<file path="config.mk">
export PLATFORM = sky130hd
export DESIGN_NAME = sps_top
export DESIGN_NICKNAME = d
export VERILOG_FILES = /design/src/hw/sps_pkg.sv /design/src/hw/sps_slot.sv /design/src/hw/sps_top.sv
export SDC_FILE = /design/constraint.sdc
export NUM_CORES = 1
export LEC_CHECK = 0
export ABC_AREA = 0
export BUFFER_PORTS_ARGS = -buffer_cell sky130_fd_sc_hd__buf_4
export CORE_UTILIZATION = 50
export CTS_CLUSTER_SIZE = 10
export DETAILED_ROUTE_END_ITERATION = 12
export PLACE_DENSITY = 0.79
export SYNTH_ARGS = -nofsm -noshare
export SYNTH_HDL_FRONTEND = slang
export SYNTH_SLANG_ARGS = --single-unit
</file>
<file path="constraint.sdc">
create_clock -name clk -period 4.6 [get_ports clk]
set_input_delay 0.46 -clock clk [delete_from_list [all_inputs] [get_ports clk]]
set_output_delay 0.46 -clock clk [all_outputs]
set_load 0.02 [all_outputs]
</file>
<file path="src/hw/sps_pkg.sv">
// ****************************************************************
// Shared constants for the slot power sequencer.
// ****************************************************************
package sps_pkg;

  // Register offsets.
  localparam logic [3:0] OFS_STATUS = 4'h0; // Sticky fault events, write one to clear.
  localparam logic [3:0] OFS_MASK   = 4'h4; // Interrupt mask.
  localparam logic [3:0] OFS_CTRL   = 4'h8; // Bus-mode enable levels.
  localparam logic [3:0] OFS_STATE  = 4'hC; // Live slot state, read only.

  // Field positions shared by STATUS, MASK and CTRL.
  localparam int BIT_MAIN_A = 0;
  localparam int BIT_AUX_A  = 1;
  localparam int BIT_MAIN_B = 2;
  localparam int BIT_AUX_B  = 3;
  localparam int EVT_W      = 4;

  // Bits of STATE per slot, slot b above a.
  localparam int SLOT_STATE_W = 8;

  // Reset values.
  localparam logic [EVT_W-1:0] RST_EVT = 4'h0;

  // Breaker filter time; the real figure is set by an outside capacitor.
  localparam int BREAKER_FILTER_TIME_NS = 1000000;
  localparam int CLK_PERIOD_NS          = 100;
  // A least time, so round up to whole cycles.
  localparam int FILTER_CYCLES = (BREAKER_FILTER_TIME_NS + CLK_PERIOD_NS - 1) / CLK_PERIOD_NS;

  // Main output state of one slot.
  typedef enum logic {MAIN_OFF, MAIN_ON} sps_main_t;

endpackage

</file>
<file path="src/hw/sps_slot.sv">
`timescale 1ns/100ps
// ****************************************************************
// One slot: enable edges, breaker filter, fault latches, gate modes.
// ****************************************************************
module sps_slot #(
  parameter int CNT_W   = 16,
  parameter int FILT_CY = sps_pkg::FILTER_CYCLES
) (
  input  wire logic clk,
  input  wire logic rst,
  input  wire logic main_enable,   // Main enable pin.
  input  wire logic aux_enable,    // Aux enable pin.
  input  wire logic bus_main,      // Bus-mode main enable level.
  input  wire logic bus_aux,       // Bus-mode aux enable level.
  input  wire logic rail5_limit,   // 5V sense at its limit.
  input  wire logic rail3_limit,   // 3.3V sense at its limit.
  input  wire logic hard_fault,    // Overcurrent, thermal or undervoltage.
  input  wire logic aux_fault,     // Aux current limit or short.
  input  wire logic rail5_good_mon,
  input  wire logic rail3_good_mon,
  input  wire logic stby_ok,       // Standby above its lockout.
  output logic      rail5_charge_q,
  output logic      rail3_charge_q,
  output logic      rail5_reg_q,
  output logic      rail3_reg_q,
  output logic      pull_low_q,
  output logic      discharge_q,
  output logic      aux_out_q,
  output logic      pg5_q,
  output logic      pg3_q,
  output logic      main_flt_q,
  output logic      aux_flt_q,
  output logic      main_evt_q,    // One-cycle pulse on a new main fault.
  output logic      aux_evt_q      // One-cycle pulse on a new aux fault.
);

  // ****************************************************************
  // Enable synchronisers and edge detection.
  // ****************************************************************
  logic [1:0] s1_q;                // First stage, read only by the second.
  logic [1:0] s2_q;                // Second stage.
  logic [1:0] prev_q;              // Resolved enables one cycle ago.
  logic       main_lvl;
  logic       aux_lvl;

  // Pins are low in bus mode, so an OR lets either source drive the slot.
  assign main_lvl = s2_q[0] | bus_main;
  assign aux_lvl  = s2_q[1] | bus_aux;

  wire main_rise = main_lvl & ~prev_q[0];
  wire main_fall = ~main_lvl & prev_q[0];
  wire aux_rise  = aux_lvl & ~prev_q[1];
  wire aux_fall  = ~aux_lvl & prev_q[1];

  // Two flops per pin against metastability.
  always_ff @(posedge clk or posedge rst)
  begin
    if (rst)
    begin
      s1_q   <= 2'h0;
      s2_q   <= 2'h0;
      prev_q <= 2'h0;
    end
    else
    begin
      s1_q   <= {aux_enable, main_enable};
      s2_q   <= s1_q;
      prev_q <= {aux_lvl, main_lvl};
    end
  end

  // ****************************************************************
  // Breaker filter and main output control.
  // ****************************************************************
  sps_pkg::sps_main_t main_q;
  sps_pkg::sps_main_t main_d;
  logic [CNT_W-1:0]   cnt_q;
  logic [CNT_W-1:0]   cnt_d;
  logic               in_limit;
  logic               trip;
  logic               main_kill;

  assign in_limit  = (main_q == sps_pkg::MAIN_ON) & (rail5_limit | rail3_limit);
  assign trip      = in_limit & (cnt_q == CNT_W'(FILT_CY - 1));
  assign main_kill = trip | hard_fault;

  // Count only while the limit lasts; dropping out of limit starts over.
  always_comb
  begin
    cnt_d = in_limit ? cnt_q + CNT_W'(1) : '0;
    if (trip)
      cnt_d = '0;
  end

  // A faulted slot refuses a new turn-on until the latch is cleared.
  always_comb
  begin
    main_d = main_q;
    unique case (main_q)
      sps_pkg::MAIN_OFF:
        if (main_rise & ~main_flt_q & ~hard_fault)
          main_d = sps_pkg::MAIN_ON;
      sps_pkg::MAIN_ON:
        if (main_fall | main_kill)
          main_d = sps_pkg::MAIN_OFF;
    endcase
  end

  wire main_set  = (main_q == sps_pkg::MAIN_ON) & main_kill;
  wire aux_set   = aux_out_q & aux_fault;
  wire aux_on_d  = aux_out_q ? ~(aux_fall | aux_fault | ~stby_ok)
                             : aux_rise & stby_ok & ~aux_flt_q;

  // ****************************************************************
  // State, latches and registered outputs.
  // ****************************************************************
  always_ff @(posedge clk or posedge rst)
  begin
    if (rst)
    begin
      main_q     <= sps_pkg::MAIN_OFF;
      cnt_q      <= '0;
      main_flt_q <= 1'b0;
      aux_flt_q  <= 1'b0;
      aux_out_q  <= 1'b0;
      main_evt_q <= 1'b0;
      aux_evt_q  <= 1'b0;
    end
    else
    begin
      main_q     <= main_d;
      cnt_q      <= cnt_d;
      // Set wins over a clear in the same cycle.
      main_flt_q <= main_set | (main_flt_q & main_lvl);
      aux_flt_q  <= aux_set | (aux_flt_q & aux_lvl);
      aux_out_q  <= aux_on_d;
      main_evt_q <= main_set;
      aux_evt_q  <= aux_set;
    end
  end

  // Gate modes follow the next main state so a kill lands in one cycle.
  always_ff @(posedge clk or posedge rst)
  begin
    if (rst)
    begin
      rail5_charge_q <= 1'b0;
      rail3_charge_q <= 1'b0;
      rail5_reg_q    <= 1'b0;
      rail3_reg_q    <= 1'b0;
      pull_low_q     <= 1'b0;
      discharge_q    <= 1'b1;
      pg5_q          <= 1'b0;
      pg3_q          <= 1'b0;
    end
    else
    begin
      rail5_charge_q <= (main_d == sps_pkg::MAIN_ON) & ~rail5_limit;
      rail3_charge_q <= (main_d == sps_pkg::MAIN_ON) & ~rail3_limit;
      rail5_reg_q    <= (main_d == sps_pkg::MAIN_ON) & rail5_limit;
      rail3_reg_q    <= (main_d == sps_pkg::MAIN_ON) & rail3_limit;
      pull_low_q     <= main_kill | (pull_low_q & main_d == sps_pkg::MAIN_OFF);
      discharge_q    <= (main_d == sps_pkg::MAIN_OFF) & ~main_kill & ~pull_low_q;
      pg5_q          <= (main_d == sps_pkg::MAIN_ON) & rail5_good_mon;
      pg3_q          <= (main_d == sps_pkg::MAIN_ON) & rail3_good_mon;
    end
  end

endmodule // sps_slot

</file>
<file path="src/hw/sps_top.sv">
// Decided for this implementation: the register addresses and the address-and-strobe port.
`timescale 1ns/100ps
// ****************************************************************
// Two-slot hot-plug power sequencer with fault latches and interrupt.
// ****************************************************************
// Contract
// - Aux output turns on only on rising edge.
// - Aux enable low clears aux fault latch.
// - Main enable edge switches its slot's two mains on, off.
// - Main enable low clears main fault latch.
// - Regulate at limit, trip after filter time.
// - Hard faults pull affected slot's gates low.
// - Gates charge on power-up, discharge on power-down.
// - Aux stays off until standby clears lockout.
// - Power-good from rail monitor inputs.
// - Aux overcurrent or short is an aux fault.
// - Both latches set need both enables low.
// - Fault raises interrupt, write one clears it.
module sps_top #(
  parameter int CNT_W   = 16,
  parameter int FILT_CY = sps_pkg::FILTER_CYCLES
) (
  input  wire logic        clk,
  input  wire logic        rst,
  // Register port.
  input  wire logic [3:0]  reg_addr,
  input  wire logic [31:0] reg_wdata,
  input  wire logic        reg_wr,
  input  wire logic        reg_rd,
  output logic      [31:0] reg_rdata,
  // Standby supply above its lockout threshold.
  input  wire logic        standby_supply_ok,
  // Slot a pins.
  input  wire logic        main_enable_a,
  input  wire logic        aux_enable_a,
  input  wire logic        rail5_current_sense_a,
  input  wire logic        rail3_current_sense_a,
  input  wire logic        overcurrent_a,
  input  wire logic        thermal_shutdown_a,
  input  wire logic        undervoltage_lockout_a,
  input  wire logic        aux_overcurrent_a,
  input  wire logic        rail5_good_monitor_a,
  input  wire logic        rail3_good_monitor_a,
  output logic             rail5_gate_a,
  output logic             rail3_gate_a,
  output logic             rail5_gate_reg_a,
  output logic             rail3_gate_reg_a,
  output logic             gate_pull_low_a,
  output logic             gate_discharge_a,
  output logic             standby_slot_out_a,
  output logic             power_good5_a,
  output logic             power_good3_a,
  input  wire logic        slot_fault_n_a_i,
  output logic             slot_fault_n_a_o,
  output logic             slot_fault_n_a_oe,
  // Slot b pins.
  input  wire logic        main_enable_b,
  input  wire logic        aux_enable_b,
  input  wire logic        rail5_current_sense_b,
  input  wire logic        rail3_current_sense_b,
  input  wire logic        overcurrent_b,
  input  wire logic        thermal_shutdown_b,
  input  wire logic        undervoltage_lockout_b,
  input  wire logic        aux_overcurrent_b,
  input  wire logic        rail5_good_monitor_b,
  input  wire logic        rail3_good_monitor_b,
  output logic             rail5_gate_b,
  output logic             rail3_gate_b,
  output logic             rail5_gate_reg_b,
  output logic             rail3_gate_reg_b,
  output logic             gate_pull_low_b,
  output logic             gate_discharge_b,
  output logic             standby_slot_out_b,
  output logic             power_good5_b,
  output logic             power_good3_b,
  input  wire logic        slot_fault_n_b_i,
  output logic             slot_fault_n_b_o,
  output logic             slot_fault_n_b_oe,
  // Open-drain interrupt.
  input  wire logic        int_n_i,
  output logic             int_n_o,
  output logic             int_n_oe
);

  // ****************************************************************
  // Register storage.
  // ****************************************************************
  logic [sps_pkg::EVT_W-1:0] status_q;  // Sticky fault events.
  logic [sps_pkg::EVT_W-1:0] status_d;
  logic [sps_pkg::EVT_W-1:0] mask_q;    // Interrupt mask.
  logic [sps_pkg::EVT_W-1:0] ctrl_q;    // Bus-mode enable levels.
  logic [sps_pkg::EVT_W-1:0] evt;       // Fault event pulses.
  logic                      main_flt_a;
  logic                      aux_flt_a;
  logic                      main_flt_b;
  logic                      aux_flt_b;
  logic                      evt_main_a;
  logic                      evt_aux_a;
  logic                      evt_main_b;
  logic                      evt_aux_b;

  // ****************************************************************
  // Address decode.
  // ****************************************************************
  wire hit_status = reg_addr == sps_pkg::OFS_STATUS;
  wire hit_mask   = reg_addr == sps_pkg::OFS_MASK;
  wire hit_ctrl   = reg_addr == sps_pkg::OFS_CTRL;
  wire hit_state  = reg_addr == sps_pkg::OFS_STATE;
  wire wr_status  = reg_wr & hit_status;
  wire wr_mask    = reg_wr & hit_mask;
  wire wr_ctrl    = reg_wr & hit_ctrl;

  wire [sps_pkg::EVT_W-1:0] wr_evt = reg_wdata[sps_pkg::EVT_W-1:0];

  // ****************************************************************
  // Slot instances.
  // ****************************************************************
  // Hard faults share one kill path; the other slot never sees them.
  wire hard_a = overcurrent_a | thermal_shutdown_a | undervoltage_lockout_a;
  wire hard_b = overcurrent_b | thermal_shutdown_b | undervoltage_lockout_b;

  sps_slot #(
    .CNT_W   (CNT_W),
    .FILT_CY (FILT_CY)
  ) u_slot_a (
    .clk            (clk),
    .rst            (rst),
    .main_enable    (main_enable_a),
    .aux_enable     (aux_enable_a),
    .bus_main       (ctrl_q[sps_pkg::BIT_MAIN_A]),
    .bus_aux        (ctrl_q[sps_pkg::BIT_AUX_A]),
    .rail5_limit    (rail5_current_sense_a),
    .rail3_limit    (rail3_current_sense_a),
    .hard_fault     (hard_a),
    .aux_fault      (aux_overcurrent_a),
    .rail5_good_mon (rail5_good_monitor_a),
    .rail3_good_mon (rail3_good_monitor_a),
    .stby_ok        (standby_supply_ok),
    .rail5_charge_q (rail5_gate_a),
    .rail3_charge_q (rail3_gate_a),
    .rail5_reg_q    (rail5_gate_reg_a),
    .rail3_reg_q    (rail3_gate_reg_a),
    .pull_low_q     (gate_pull_low_a),
    .discharge_q    (gate_discharge_a),
    .aux_out_q      (standby_slot_out_a),
    .pg5_q          (power_good5_a),
    .pg3_q          (power_good3_a),
    .main_flt_q     (main_flt_a),
    .aux_flt_q      (aux_flt_a),
    .main_evt_q     (evt_main_a),
    .aux_evt_q      (evt_aux_a)
  );

  sps_slot #(
    .CNT_W   (CNT_W),
    .FILT_CY (FILT_CY)
  ) u_slot_b (
    .clk            (clk),
    .rst            (rst),
    .main_enable    (main_enable_b),
    .aux_enable     (aux_enable_b),
    .bus_main       (ctrl_q[sps_pkg::BIT_MAIN_B]),
    .bus_aux        (ctrl_q[sps_pkg::BIT_AUX_B]),
    .rail5_limit    (rail5_current_sense_b),
    .rail3_limit    (rail3_current_sense_b),
    .hard_fault     (hard_b),
    .aux_fault      (aux_overcurrent_b),
    .rail5_good_mon (rail5_good_monitor_b),
    .rail3_good_mon (rail3_good_monitor_b),
    .stby_ok        (standby_supply_ok),
    .rail5_charge_q (rail5_gate_b),
    .rail3_charge_q (rail3_gate_b),
    .rail5_reg_q    (rail5_gate_reg_b),
    .rail3_reg_q    (rail3_gate_reg_b),
    .pull_low_q     (gate_pull_low_b),
    .discharge_q    (gate_discharge_b),
    .aux_out_q      (standby_slot_out_b),
    .pg5_q          (power_good5_b),
    .pg3_q          (power_good3_b),
    .main_flt_q     (main_flt_b),
    .aux_flt_q      (aux_flt_b),
    .main_evt_q     (evt_main_b),
    .aux_evt_q      (evt_aux_b)
  );

  assign evt = {evt_aux_b, evt_main_b, evt_aux_a, evt_main_a};

  // ****************************************************************
  // Sticky status with write-one-to-clear.
  // ****************************************************************
  // A new event in the clearing cycle survives the clear.
  assign status_d = (status_q & ~(wr_status ? wr_evt : sps_pkg::RST_EVT)) | evt;

  // Register updates.
  always_ff @(posedge clk or posedge rst)
  begin
    if (rst)
    begin
      status_q <= sps_pkg::RST_EVT;
      mask_q   <= sps_pkg::RST_EVT;
      ctrl_q   <= sps_pkg::RST_EVT;
    end
    else
    begin
      status_q <= status_d;
      if (wr_mask)
        mask_q <= wr_evt;
      if (wr_ctrl)
        ctrl_q <= wr_evt;
    end
  end

  // ****************************************************************
  // Read data.
  // ****************************************************************
  // Live slot state.
  wire [sps_pkg::SLOT_STATE_W-1:0] state_a = {slot_fault_n_a_i, power_good5_a, power_good3_a,
                                             standby_slot_out_a, rail5_gate_a | rail5_gate_reg_a,
                                             gate_pull_low_a, aux_flt_a, main_flt_a};
  wire [sps_pkg::SLOT_STATE_W-1:0] state_b = {slot_fault_n_b_i, power_good5_b, power_good3_b,
                                             standby_slot_out_b, rail5_gate_b | rail5_gate_reg_b,
                                             gate_pull_low_b, aux_flt_b, main_flt_b};

  logic [31:0] rd_mux;

  // Unmapped offsets read as zero.
  always_comb
  begin
    rd_mux = 32'h0000_0000;
    if (hit_status)
      rd_mux = {28'h000_0000, status_q};
    else if (hit_mask)
      rd_mux = {28'h000_0000, mask_q};
    else if (hit_ctrl)
      rd_mux = {28'h000_0000, ctrl_q};
    else if (hit_state)
      rd_mux = {15'h0000, int_n_i, state_b, state_a};
  end

  // Read data stands only in the cycle after the strobe.
  always_ff @(posedge clk or posedge rst)
  begin
    if (rst)
      reg_rdata <= 32'h0000_0000;
    else
      reg_rdata <= reg_rd ? rd_mux : 32'h0000_0000;
  end

  // ****************************************************************
  // Open-drain outputs.
  // ****************************************************************
  // Pins are only pulled low, so data stays zero.
  always_ff @(posedge clk or posedge rst)
  begin
    if (rst)
    begin
      int_n_o           <= 1'b0;
      int_n_oe          <= 1'b0;
      slot_fault_n_a_o  <= 1'b0;
      slot_fault_n_a_oe <= 1'b0;
      slot_fault_n_b_o  <= 1'b0;
      slot_fault_n_b_oe <= 1'b0;
    end
    else
    begin
      int_n_o           <= 1'b0;
      int_n_oe          <= |(status_d & mask_q);
      slot_fault_n_a_o  <= 1'b0;
      slot_fault_n_a_oe <= main_flt_a | aux_flt_a;
      slot_fault_n_b_o  <= 1'b0;
      slot_fault_n_b_oe <= main_flt_b | aux_flt_b;
    end
  end

endmodule // sps_top

</file>
==> results, run 1 <==
- The run finished with clean final reports.
- The count of input and output buffers is 73.
- After floorplanning, the core was sized to cover 8341 um2.
- The flip-flop and latch count after synthesis is 104.
- The number of pins exceeding their max-slew limit in the final report is 0.
- The die extent in y is 95.57 um.
- Setup repair after global routing left no endpoint under its margin.
- The fraction of registers with async set/reset is 100.0%.
- The number of global-route vias before repair is 2,851.
- The maximum number of pins on one net before global-route repair is 63.
- Of all nets on the critical path, the largest fanout is 15.
- At the end of the flow, the number of nets in the layout was 522.
- The number of standard-cell rows in the floorplan is 33.
- The residual DRC count is 0.
- The share of Yosys cell area claimed by the top area cell type is 58.30%.
- The cell with the most instances after synthesis is dfrtp_1.
- The area growth from synthesis to layout is 18.72%.
- The number of distinct library cells after synthesis is 55.
- The number of levels the H-tree was split into is 3.
- The share of the cycle needed by the critical path after routing is 39.61%.
- The number of sinks driven by the clock tree is 104.
- Counting instances in the post-synthesis netlist gives the leading cell types as 102 x dfrtp_1, 47 x nor2_1, 24 x and2_1.
- Yosys mapped a number of flops with a built-in enable equal to 0.
- The number of clock buffers inserted by TritonCTS is 9.
- The final cell count without fillers is 566.
- Setup violations remaining at the end of the flow were counted as 0.
- The class of the most critical hold timing path is input port to flop.
- The average routed wire per standard cell is 14.68 um.
- The data arrival at the endpoint of the critical path is 2.05 ns.
- The maximum number of buffers from clock root to sink is 2.
- The number of placed instances, taps included, is 550.
- The TritonCTS clock tree is yes.
- The tightest hold path in the finished design has a slack of 0.1966 ns.
- The layout cell share with drive strength beyond 1 is 24.08%.
- 0 antenna diodes ended up in the layout.
- The number of failing hold endpoints at the final stage is 0.
- STA classifies the critical path startpoint as a flop.
- The final global-route overflow total is 0.
- The number of DRC markers after the initial detailed-route iteration is 112.
- The final critical delay including setup and external delays is 1.822 ns.
- The critical path start-end classification is flop to flop.
- The synthesized area divided by synthesized cell count is 11.55 um2.
- The final setup TNS is 0 ns.
- The first-pass detailed-route iteration total is 4.
- The pin slew with the least headroom to its limit is 0.7455 ns.
- Yosys attributes the largest share of cell area to dfrtp_1 58%, nor2_1 4.0%, and2_1 3.4%.
- The post-cts sizing count is 0.
- The I/O pin count is 120.
- The power density normalized to cell area is 364.7 nW/um2.
- For this run, the top clock speed supported by timing is 0.5489 GHz.
- The clock reaches the later pin of the worst-skew pair after 0.37 ns.
- The element type at the critical path end is a flop.
- Summed over all cells, the static leakage comes to 2.425 nW.
- The count of antenna-violating nets left after detailed routing is 0.
- In the synthesized netlist the dominant register cell turns out to be dfrtp_1.
- The count of max-cap constraint violations is 0.
- Clock-pin slew was measured on the worst setup and hold paths at 0.10 ns.
- The die footprint is 9134 um2.
- Sequential elements use 59.50% of the synthesized area.
- After detailed routing, the number of vias per cell comes to 5.253.
- IR analysis of the VDD net gives a maximum drop of 0.0001598 V.
- The congestion estimate from routability-driven global placement came to 0.7940.
- The number of filler cells placed in the layout is 633.
- The initial antenna violation count was 0.
- The core occupancy in the finished layout is 62.32%.
- The floorplan die width is 95.57 um.
- Measured against its own limit, the worst slew margin works out to 50.30%.
- The HPWL reported at the end of detailed placement is 5.972 mm.
- The number of warnings reported in the yosys synthesis log is 0.
- Summed over all layers, the routed wires come to 8.308 mm.
- The via count of the routed design is 2,973.
- The root buffer cell chosen for the clock tree is clkbuf_8.
- After synthesis the cells add up to 4378 um2.
- The number of hold-repair buffers added at the cts stage is 0.
- For the worst setup path, the data required time is 4.83 ns.
- Counting every instance in the synthesized netlist gives 379.
- Once the floorplan was initialized, standard cells occupied 52.49% of the core.
- Post-CTS timing repair inserted 0 buffers for setup.
- The global-route wire length before repair is 13.25 mm.
- In the global route stage, overall resource usage came out at 19.20%.
- Clock skew on the completed layout was measured at 0.009923 ns.
- dfrtp_1 takes more of the synthesized area than any other cell.
==> stage by stage <==
stage               cell area [um2]  worst slack (ns)  power (W)
finish                         5197             2.778   0.001896
global route                   5197             2.551   0.001969
floorplan                      4442             1.411   0.001159
CTS                            5197             2.743   0.001908
global placement               4955             2.789   0.001225
detailed placement             4955             2.747   0.001234
==> power breakdown <==
group          switching, W  total [W]  internal (W)
combinational      0.000116   0.000208     0.0000920
clock              0.000312   0.000677      0.000366
sequential        0.0000399    0.00101      0.000971
total              0.000467    0.00190       0.00143
==> area by class of cell <==
type | instances | area [um2] | share of cell area [%]
multi-input combinational | 257 | 1623 | 31.22
timing repair buffer | 74 | 555.5 | 10.69
tap | 105 | 131.4 | 2.528
clock buffer | 10 | 127.6 | 2.455
sequential | 104 | 2605 | 50.12
clock inverter | 6 | 115.1 | 2.215
inverter | 10 | 40.04 | 0.7703
==> routing by layer <==
layer	vias up	wire, um	global-route usage [%]
met5	-	0	0
met1	1453	3549	24.32
met2	97	4205	32.68
li1	1418	-	-
met3	5	508	4.864
met4	0	44	5.224
==> state kept, by name, summed over array words and instances (netlist names), 4 cells and up <==
signal and cells:
ctrl_q 4, mask_q 4, reg_rdata 17, status_q 4, u_slot_a.cnt_q 16, u_slot_b.cnt_q 16
==> critical path, stage by stage, from the launching register on <==
cell	delay [ns]
dfrtp_1	0.40
ha_1	0.21
and3_1	0.25
nand4_2	0.19
o21bai_2	0.53
nor2_1	0.11
==> cell usage in the layout (no fill, tap or decap), types with 2 or more instances in the layout <==
master | synthesis | layout
clkbuf_8 | 0 | 9
dfrtp_1 | 102 | 102
nand2b_1 | 3 | 3
nor2b_1 | 3 | 3
nand2_1 | 14 | 14
dfstp_2 | 2 | 2
mux2_2 | 6 | 6
a21o_1 | 7 | 7
ha_1 | 2 | 2
and2_1 | 24 | 24
a22o_1 | 2 | 2
or3_1 | 2 | 2
o22ai_1 | 3 | 3
inv_6 | 0 | 2
o21a_1 | 4 | 4
mux2i_1 | 7 | 7
and3_1 | 5 | 5
o21ai_1 | 2 | 2
nor3_1 | 12 | 12
xor2_1 | 9 | 9
nand3_1 | 14 | 14
nor4_1 | 9 | 9
xnor2_1 | 17 | 17
o21ai_0 | 4 | 4
bufinv_16 | 0 | 3
a21oi_1 | 5 | 5
or2_2 | 3 | 3
nand4_1 | 10 | 10
conb_1 | 1 | 18
mux2_1 | 2 | 2
buf_4 | 19 | 74
nor2_1 | 47 | 47
nand4b_1 | 2 | 2
inv_1 | 10 | 9
==> kinds of logic after synthesis <==
group                    count (synthesis)  synth area share [%]
flip-flops                             104                 59.50
AO/OA/AOI/OAI                           37                 6.288
XOR/XNOR                                26                 5.202
other                                    1               0.08566
adder cells (fa/ha/maj)                  2                0.5715
AND/OR/NAND/NOR                        159                 19.81
multiplexers                            15                 3.658
buffers and inverters                   35                 4.887
==> path summary, 6_finish.rpt <==
| kind | slack [ns] | cells after the start | endpoint | from |
|---|---|---|---|---|
| max | 2.78 | 5 | u_slot_b.cnt_q[3] | u_slot_b.cnt_q[0] |
| min | 0.20 | 1 | u_slot_a.s1_q[1] | aux_enable_a |
| max reg2reg | 2.78 | 5 | u_slot_b.cnt_q[3] | u_slot_b.cnt_q[0] |
| min reg2reg | 0.36 | 0 | u_slot_a.s2_q[0] | u_slot_a.s1_q[0] |
| max in group asynchronous | 3.36 | 3 | u_slot_a.prev_q[1] | rst |
| min in group asynchronous | 0.23 | 2 | u_slot_a.cnt_q[8] | rst |
No activity file was read; power rests on OpenSTA's default activity.
==> run 2: changes to the inputs <==
Settings changed: ABC_AREA 0 to 1, PLACE_DENSITY 0.79 to 0.78.
Clock period 4.6 ns to 1.79 ns, I/O delays scaled along.
==> run 2 against run 1 <==
The flow now finishes with violations (design-rule violations). Worst setup slack worse by 2.6 ns. Worst hold slack worse by 0.18 ns. Combinational power up 120%. Area after synthesis up 4.7%. Largest cell class unchanged.
==> results, run 2 <==
- The routed metal-1 wire length is 4.128 mm.
- Across every metal layer, demand over resource in global routing totals 21.29%.
- In this run the worst hold path is classified as input port to flop.
- The element type at the critical path end is a flop.
- The final global-route overflow total is 0.
- Data arrives at the worst endpoint at 1.87 ns.
- After synthesis, the share of cell area in mux cells is 0%.
- The run finished, with violations left.
- The number of pins exceeding their max-slew limit in the final report came to 0.
- dfrtp_1 is the most common cell in the netlist.
- The tool flagged a number of max-cap violations equal to 0.
- The die footprint is 9558 um2.
- The worst-case IR drop observed on VDD is 0.0004302 V.
- The primary flip-flop cell chosen by synthesis mapping is dfrtp_1.
- The die is 97.77 um tall.
- The register ranked first by flip-flop count is reg_rdata.
- The maximum number of buffers from clock root to sink is 2.
- The number of sinks driven by the clock tree is 104.
- The buffer cell driving the clock tree root is clkbuf_8.
- The area share of xor/xnor cells in the synthesized design is 2.101%.
- The routed length on met3 is 559 um.
- The final reports fail on design-rule violations.
- The number of global-route vias before repair is 3,555.
- The arithmetic-cell share of the synthesized area counting full adders, half adders and majority gates is 0.5457%.
- The number of antenna diodes in the final layout is 0.
- In the final routed layout, each cell accounts on average for 12.85 um.
- After detailed routing, the number of vias per cell comes to 4.980.
- Input and output buffers added on the ports amount to 73.
- By area the synthesized netlist is led by dfrtp_1 56%, nand2_1 8.1%, nor2_1 7.2%.
- The minimum hold slack is 0.01704 ns.
- The pin slew with the least headroom to its limit is 0.5690 ns.
- In this run the standard cell core region covers 8806 um2.
- The number of levels the H-tree was split into is 3.
- The analysis attributes to cell leakage a power of 2.868 nW.
- After synthesis, the largest area contributor takes up 55.66% of total cell area.
- The post-route clock skew is 0.01266 ns.
- The critical path start-end classification is flop to flop.
- The worst max-slew margin expressed relative to the limit is 61.93%.
- The most common cell after layout, fill and taps aside is dfrtp_1.
- Of the cells placed in the final design, the portion with a size suffix greater than 1 is 18.05%.
- In the final timing run, aggregate negative setup slack is 0 ns.
- The number of DRC markers after the initial detailed-route iteration is 265.
- The count of cells in the finished layout, fillers not included, comes to 734.
- The required time of the worst setup path is 2.04 ns.
- The synthesized netlist devotes 4.120% of its cell area to compound gates.
- For this run, the post-layout net count is 687.
- The clock latency of the later-clocked register in the worst-skew pair is 0.37 ns.
- The biggest area consumer among synthesized cells is dfrtp_1.
- Leaving out fill and tap cells, the most frequent cells in the layout are 102 x dfrtp_1, 99 x nand2_1, 88 x nor2_1.
- Ranked by instance count, the synthesized netlist is headed by 102 x dfrtp_1, 99 x nand2_1, 88 x nor2_1.
- The first-pass detailed-route iteration total is 10.
- The flip-flop and latch count after synthesis is 104.
- The number of placed instances with taps included is 707.
- The wire-length estimate of the detail-placed layout is 6.927 mm.
- The count of antenna-violating nets left after detailed routing is 0.
- The number of setup violations in the final report is 0.
- The synthesized area divided by synthesized cell count is 8.751 um2.
- The finished cells cover 5547 um2.
- The number of clock buffers inserted by TritonCTS is 9.
- The area growth from synthesis to layout is 20.95%.
- The initial antenna violation count came to 0.
- In the routed design, unresolved DRC markers number 14.
- The area fraction in and, or, nand and nor cells after synthesis is 26.06%.
- The floorplan die width is 97.77 um.
- The via count of the routed design is 3,655.
- The maximum number of pins on one net before global-route repair is 47.
- The final critical delay including setup and external delays is 1.617 ns.
- After synthesis, the netlist uses 33 different library cells.
- The global placement routability congestion is 0.9258.
- STA classifies the critical path startpoint as a flop.
- The combinational family with the most area after synthesis is simple AND/OR/NAND/NOR gates.
- Row generation in the floorplan step produced 34 rows.
- The register with the most flip-flops in the layout has 17 of them.
- Setup repair after global routing left no endpoint under its margin.
- The I/O pin count is 120.
- The placed instances occupy a cell area of 5254 um2.
- For this configuration, the core starts out at a cell density of 52.07%.
- The number of failing hold endpoints at the final stage is 0.
- The total wire length after detailed routing is 9.433 mm.
- The synthesized design contains 0 enable-type register cells.
- The highest clock rate is 0.6184 GHz.
- The TritonCTS clock tree is yes.
- After synthesis, flip-flops and latches occupy 56.81% of the total area.
- The largest registers in the layout are reg_rdata (17), u_slot_a.cnt_q (16), u_slot_b.cnt_q (16).
- In this run the power density over the cells is 783.9 nW/um2.
- Summing every instance area after synthesis gives 4586 um2.
- The number of warnings reported in the yosys synthesis log is 0.
- In the synthesized netlist, the number of instances is 524.
- In the detailed route, the total length drawn on met2 is 4.623 mm.
- The fraction of registers with async set/reset is 100.0%.
- The share of the cycle needed by the critical path after routing is 90.34%.
- Of all nets on the critical path, the largest fanout is 5.
- After clock tree synthesis, the clock-pin slew on the worst setup and hold paths is 0.10 ns.
- The global-route wire length before repair is 16.17 mm.
- Routed signal wires occupy layers up through met4.
[run 2: cell types whose count changed after synthesis, sizes merged, moves of 16 or more]
cell,delta
and2,-24
nor2,+43
xnor2,-16
inv,+77
nand2,+86
nand3,+21
[run 2: layout make-up]
type                            count  area [um2]
Clock inverter                      6       50.05
Sequential cell                   104        2605
Multi-Input combinational cell    330        1578
Fill cell                         736        3259
Tap cell                          108       135.1
Clock buffer                       10       127.6
Timing Repair Buffer               89       720.7
Inverter                           87       330.3
[run 2: power breakdown]
group / leakage (nW) / internal [W] / total [W] / switching (W)
sequential: 1.37 / 0.00247 / 0.00254 / 0.0000764
combinational: 1.40 / 0.000183 / 0.000465 / 0.000282
clock: 0.0892 / 0.000526 / 0.00134 / 0.000814
total: 2.87 / 0.00318 / 0.00435 / 0.00117
[run 2: metrics by stage]
stage	setup WS, ns	power, W	util [%]
global route	0.01530	0.004552	62.99
floorplan	0.3671	0.002859	-
detailed placement	0.2132	0.003039	59.66
global placement	0.2719	0.003016	59.66
CTS	0.1776	0.004392	62.93
finish	0.1730	0.004348	62.99
[run 2: final timing paths]
check                                             to  slack [ns]                 start  cells after the start
worst max-delay path              u_slot_a.cnt_q[14]        0.17     u_slot_a.cnt_q[0]                      6
worst min-delay path                  u_slot_b.pg5_q        0.02  rail5_good_monitor_b                      3
worst max register to register    u_slot_a.cnt_q[14]        0.17     u_slot_a.cnt_q[0]                      6
worst min register to register      u_slot_b.s2_q[1]        0.36      u_slot_b.s1_q[1]                      0
max in group asynchronous       u_slot_b.discharge_q        0.84                   rst                      4
min in group asynchronous        u_slot_a.pull_low_q        0.35                   rst                      3
[run 2: what timing repair did]
action,4_1_cts,5_1_grt
setup endpoints to repair,0,1
endpoints found under the hold margin,23,0
gates resized for setup,0,1
hold buffers,11,0
setup buffers,0,0
[run 2: cell families after synthesis]
group | count (synthesis)
flip-flops | 104
buffers and inverters | 107
AO/OA/AOI/OAI | 31
adder cells (fa/ha/maj) | 2
other | 1
AND/OR/NAND/NOR | 268
XOR/XNOR | 11
[run 2: per-layer routing]
layer,track usage [%],up-vias
met3,4.868,12
met1,29.28,1725
met5,0,-
met2,33.82,123
met4,6.876,0
li1,-,1795
[run 2: worst max-delay path: stages, from the launching register on]
cell,delay (ns)
dfrtp_1,0.43
ha_1,0.25
nand2_1,0.10
nor2_1,0.23
nand3_1,0.19
o21ai_0,0.21
a21oi_1,0.08
==> run 3: changes to the inputs <==
Settings changed: CORE_UTILIZATION 50 to 48, PLACE_DENSITY 0.78 to 0.79.
Clock period 1.79 ns to 1.3 ns, I/O delays scaled along.
==> run 3 against run 2 <==
The flow finishes with violations (negative setup slack). Die area increased by 4.1%. Non-clock buffer count increased by 41. Maximum frequency increased by 17%. Worst hold slack improved by 0.0014 ns. Clock skew decreased by 0.0021 ns. Sequential share of layout area decreased by 5.0 points. Worst setup slack got worse by 0.25 ns. Count of clock-buffer cells in the layout decreased by 1.
==> results, run 3 (synthesis results as in run 2) <==
- The flow ran to the end, but the final reports show violations.
- The checks that failed: negative setup slack.
- The first global-routing pass estimated 16.12 mm of wire.
- The average routed wire per standard cell is 13.58 um.
- The worst hold path belongs to the class input port to flop.
- The flip-flop count of the largest register, all copies and words added is 17.
- More flip-flops sit in one register than any other, and that register is reg_rdata.
- The critical path startpoint is u_slot_a.cnt_q[1].
- The startpoint identified for the worst hold timing path is aux_overcurrent_a.
- The final net count is 728.
- The layer flagged by global routing as most heavily used is met2.
- In the final layout, the registers with the most flip-flops are reg_rdata (17), u_slot_a.cnt_q (16), u_slot_b.cnt_q (16).
- The count of nets left with antenna violations once routing finished came out at 0.
- The highest clock rate is 0.7243 GHz.
- The final global-route overflow total is 0.
- The H-tree generated during clock tree synthesis spans 3 levels.
- The initial antenna violation count was 0.
- The total power draw is 0.006129 W.
- The die is 99.74 um wide.
- After filler insertion, the fill cell instance count of the layout stands at 662.
- The count of max-cap constraint violations is 0.
- The via count of the routed design is 3,923.
- The number of antenna diodes in the final layout is 0.
- The die extent in y is 99.74 um.
- The kind of start point of the critical path is a flop.
- In this run the static leakage power is 3.126 nW.
- After the flow finishes, the layout carries non-filler instances totaling 796.
- Setup repair after global routing could not meet its margin everywhere.
- The startpoint identified for the worst register-to-register timing path is u_slot_a.cnt_q[1].
- Port buffering added 73 buffers.
- Data on the critical path arrives at its endpoint at 1.67 ns.
- The number of global-route vias before repair is 3,621.
- The number of clock buffers inserted by TritonCTS is 9.
- In the finished design, the share of the clock period the worst path needs comes to 106.2%.
- The number of failing hold endpoints at the final stage is 0.
- The met2 usage is 37.40%.
- For met1 alone, demand over resource in global routing was 25.51%.
- After layout, the worst setup slack is -0.08068 ns.
- The final critical delay including setup and external delays is 1.381 ns.
- The number of placed instances with taps included is 755.
- At the worst endpoint, the required time is 1.59 ns.
- For this run, the share of the core covered by cells in the final layout is 67.30%.
- The total wire length after detailed routing is 10.81 mm.
- Setup violations remaining at the end of the flow were counted as 21.
- The global routing met3 resource utilization is 4.357%.
- Row generation in the floorplan step produced 35 rows.
- The buffer cell driving the clock tree root is clkbuf_8.
- After clock tree synthesis, the clock-pin slew on the worst setup and hold paths is 0.10 ns.
- The first TritonRoute pass finished after 5 iterations.
- Compared with the post-synthesis result, the final layout area differs by 35.61%.
- The post-route clock skew is 0.01061 ns.
- The number of vias per cell after detailed routing is 4.928.
- The library cell used most frequently in the layout, excluding fill and tap cells, is buf_4.
- Detailed placement ended at an HPWL of 7.242 mm.
- The residual DRC count is 0.
- The die covers 9948 um2.
- TritonCTS built the clock tree.
- Entering global routing, the biggest net connects 51 pins.
- The layout cell share with drive strength beyond 1 is 30.58%.
- The minimum hold slack is 0.01845 ns.
- After floorplanning, the core was sized to cover 9240 um2.
- The critical path start-end classification is flop to flop.
- The maximum number of buffers from clock root to sink is 2.
- IR analysis of the VDD net gives a maximum drop of 0.0005026 V.
- The pre-CTS setup slack is -0.1357 ns.
- The combined global-route utilization of all metal layers is 20.72%.
- During I/O placement, the number of pins put on the boundary was 120.
- The element type at the critical path end is a flop.
- In the layout the commonest cells are 106 x buf_4, 97 x dfrtp_1, 88 x nand2_1.
- The global placement routability congestion is 0.9795.
- The largest fanout on the critical path is 4.
- In this run the power density over the cells is 985.6 nW/um2.
- For the worst-skew pair, the clock arrives at the later sink with an insertion delay of 0.37 ns.
- The number of pins exceeding their max-slew limit in the final report came to 0.
- The number of sinks driven by the clock tree is 104.
- The starting density of the core is 49.63%.
- The number of DRC markers after the initial detailed-route iteration is 178.
run 3: cell count changes in the layout (fill, tap and decap cells not counted), moves of 8 or more:
cell,previous run,this run
buf_4,76,106
nor2_1,88,75
nand2_1,99,88
nand3_1,33,24
nand2_2,1,9
nor2_2,0,8
run 3: where the power goes:
group	switching, W	leakage, nW	internal, W
clock	0.00120	0.0955	0.000750
combinational	0.000402	1.67	0.000277
sequential	0.0000986	1.37	0.00340
run 3: path summary, 6_finish.rpt:
kind / endpoint / slack [ns] / cells past startpoint
worst max-delay path: u_slot_a.cnt_q[14] / -0.08 / 7
worst min-delay path: u_slot_a.aux_flt_q / 0.02 / 3
worst max register to register: u_slot_a.cnt_q[14] / -0.08 / 7
worst min register to register: u_slot_a.s2_q[0] / 0.36 / 0
max in group asynchronous: u_slot_b.discharge_q / 0.53 / 4
min in group asynchronous: u_slot_b.main_flt_q / 0.23 / 3
run 3: critical path: stages (launching register included):
cell,delay (ns)
dfrtp_1,0.45
ha_4,0.21
nand2_4,0.07
nor2_4,0.13
nand3_2,0.11
nor2_1,0.12
nand2_1,0.07
a21oi_2,0.15
run 3: per-layer routing:
metal	wire length, um	share of wire [%]	up-vias
met2	5547	51	141
met3	555	5.1	24
li1	-	-	1879
met5	0	0	-
met4	238	2.2	0
met1	4470	41	1879
run 3: timing repair:
item	CTS	global route
hold endpoints to repair	119	0
resized for setup	29	54
cloned	0	0
pin swaps	8	18
setup endpoints to repair	35	49
hold buffers	16	0
setup buffers	2	9
run 3: cell type report:
type                            count  area (um2)  share of cell area (%)
Sequential cell                   104        2611                   41.99
Multi-Input combinational cell    330        1853                   29.80
Timing Repair Buffer              130        1064                   17.10
Inverter                           87       335.3                   5.392
Tap cell                          129       161.4                   2.596
Clock buffer                        9       123.9                   1.992
Clock inverter                      7       70.07                   1.127
run 3: stage by stage:
stage	TNS, ns	cell area, um2
6_report	-0.5788	6218
5_1_grt	-3.331	6218
4_1_cts	-0.03520	5967
3_5_place_dp	-2.217	5490
3_3_place_gp	-1.102	5490
2_1_floorplan	-7.540	4661
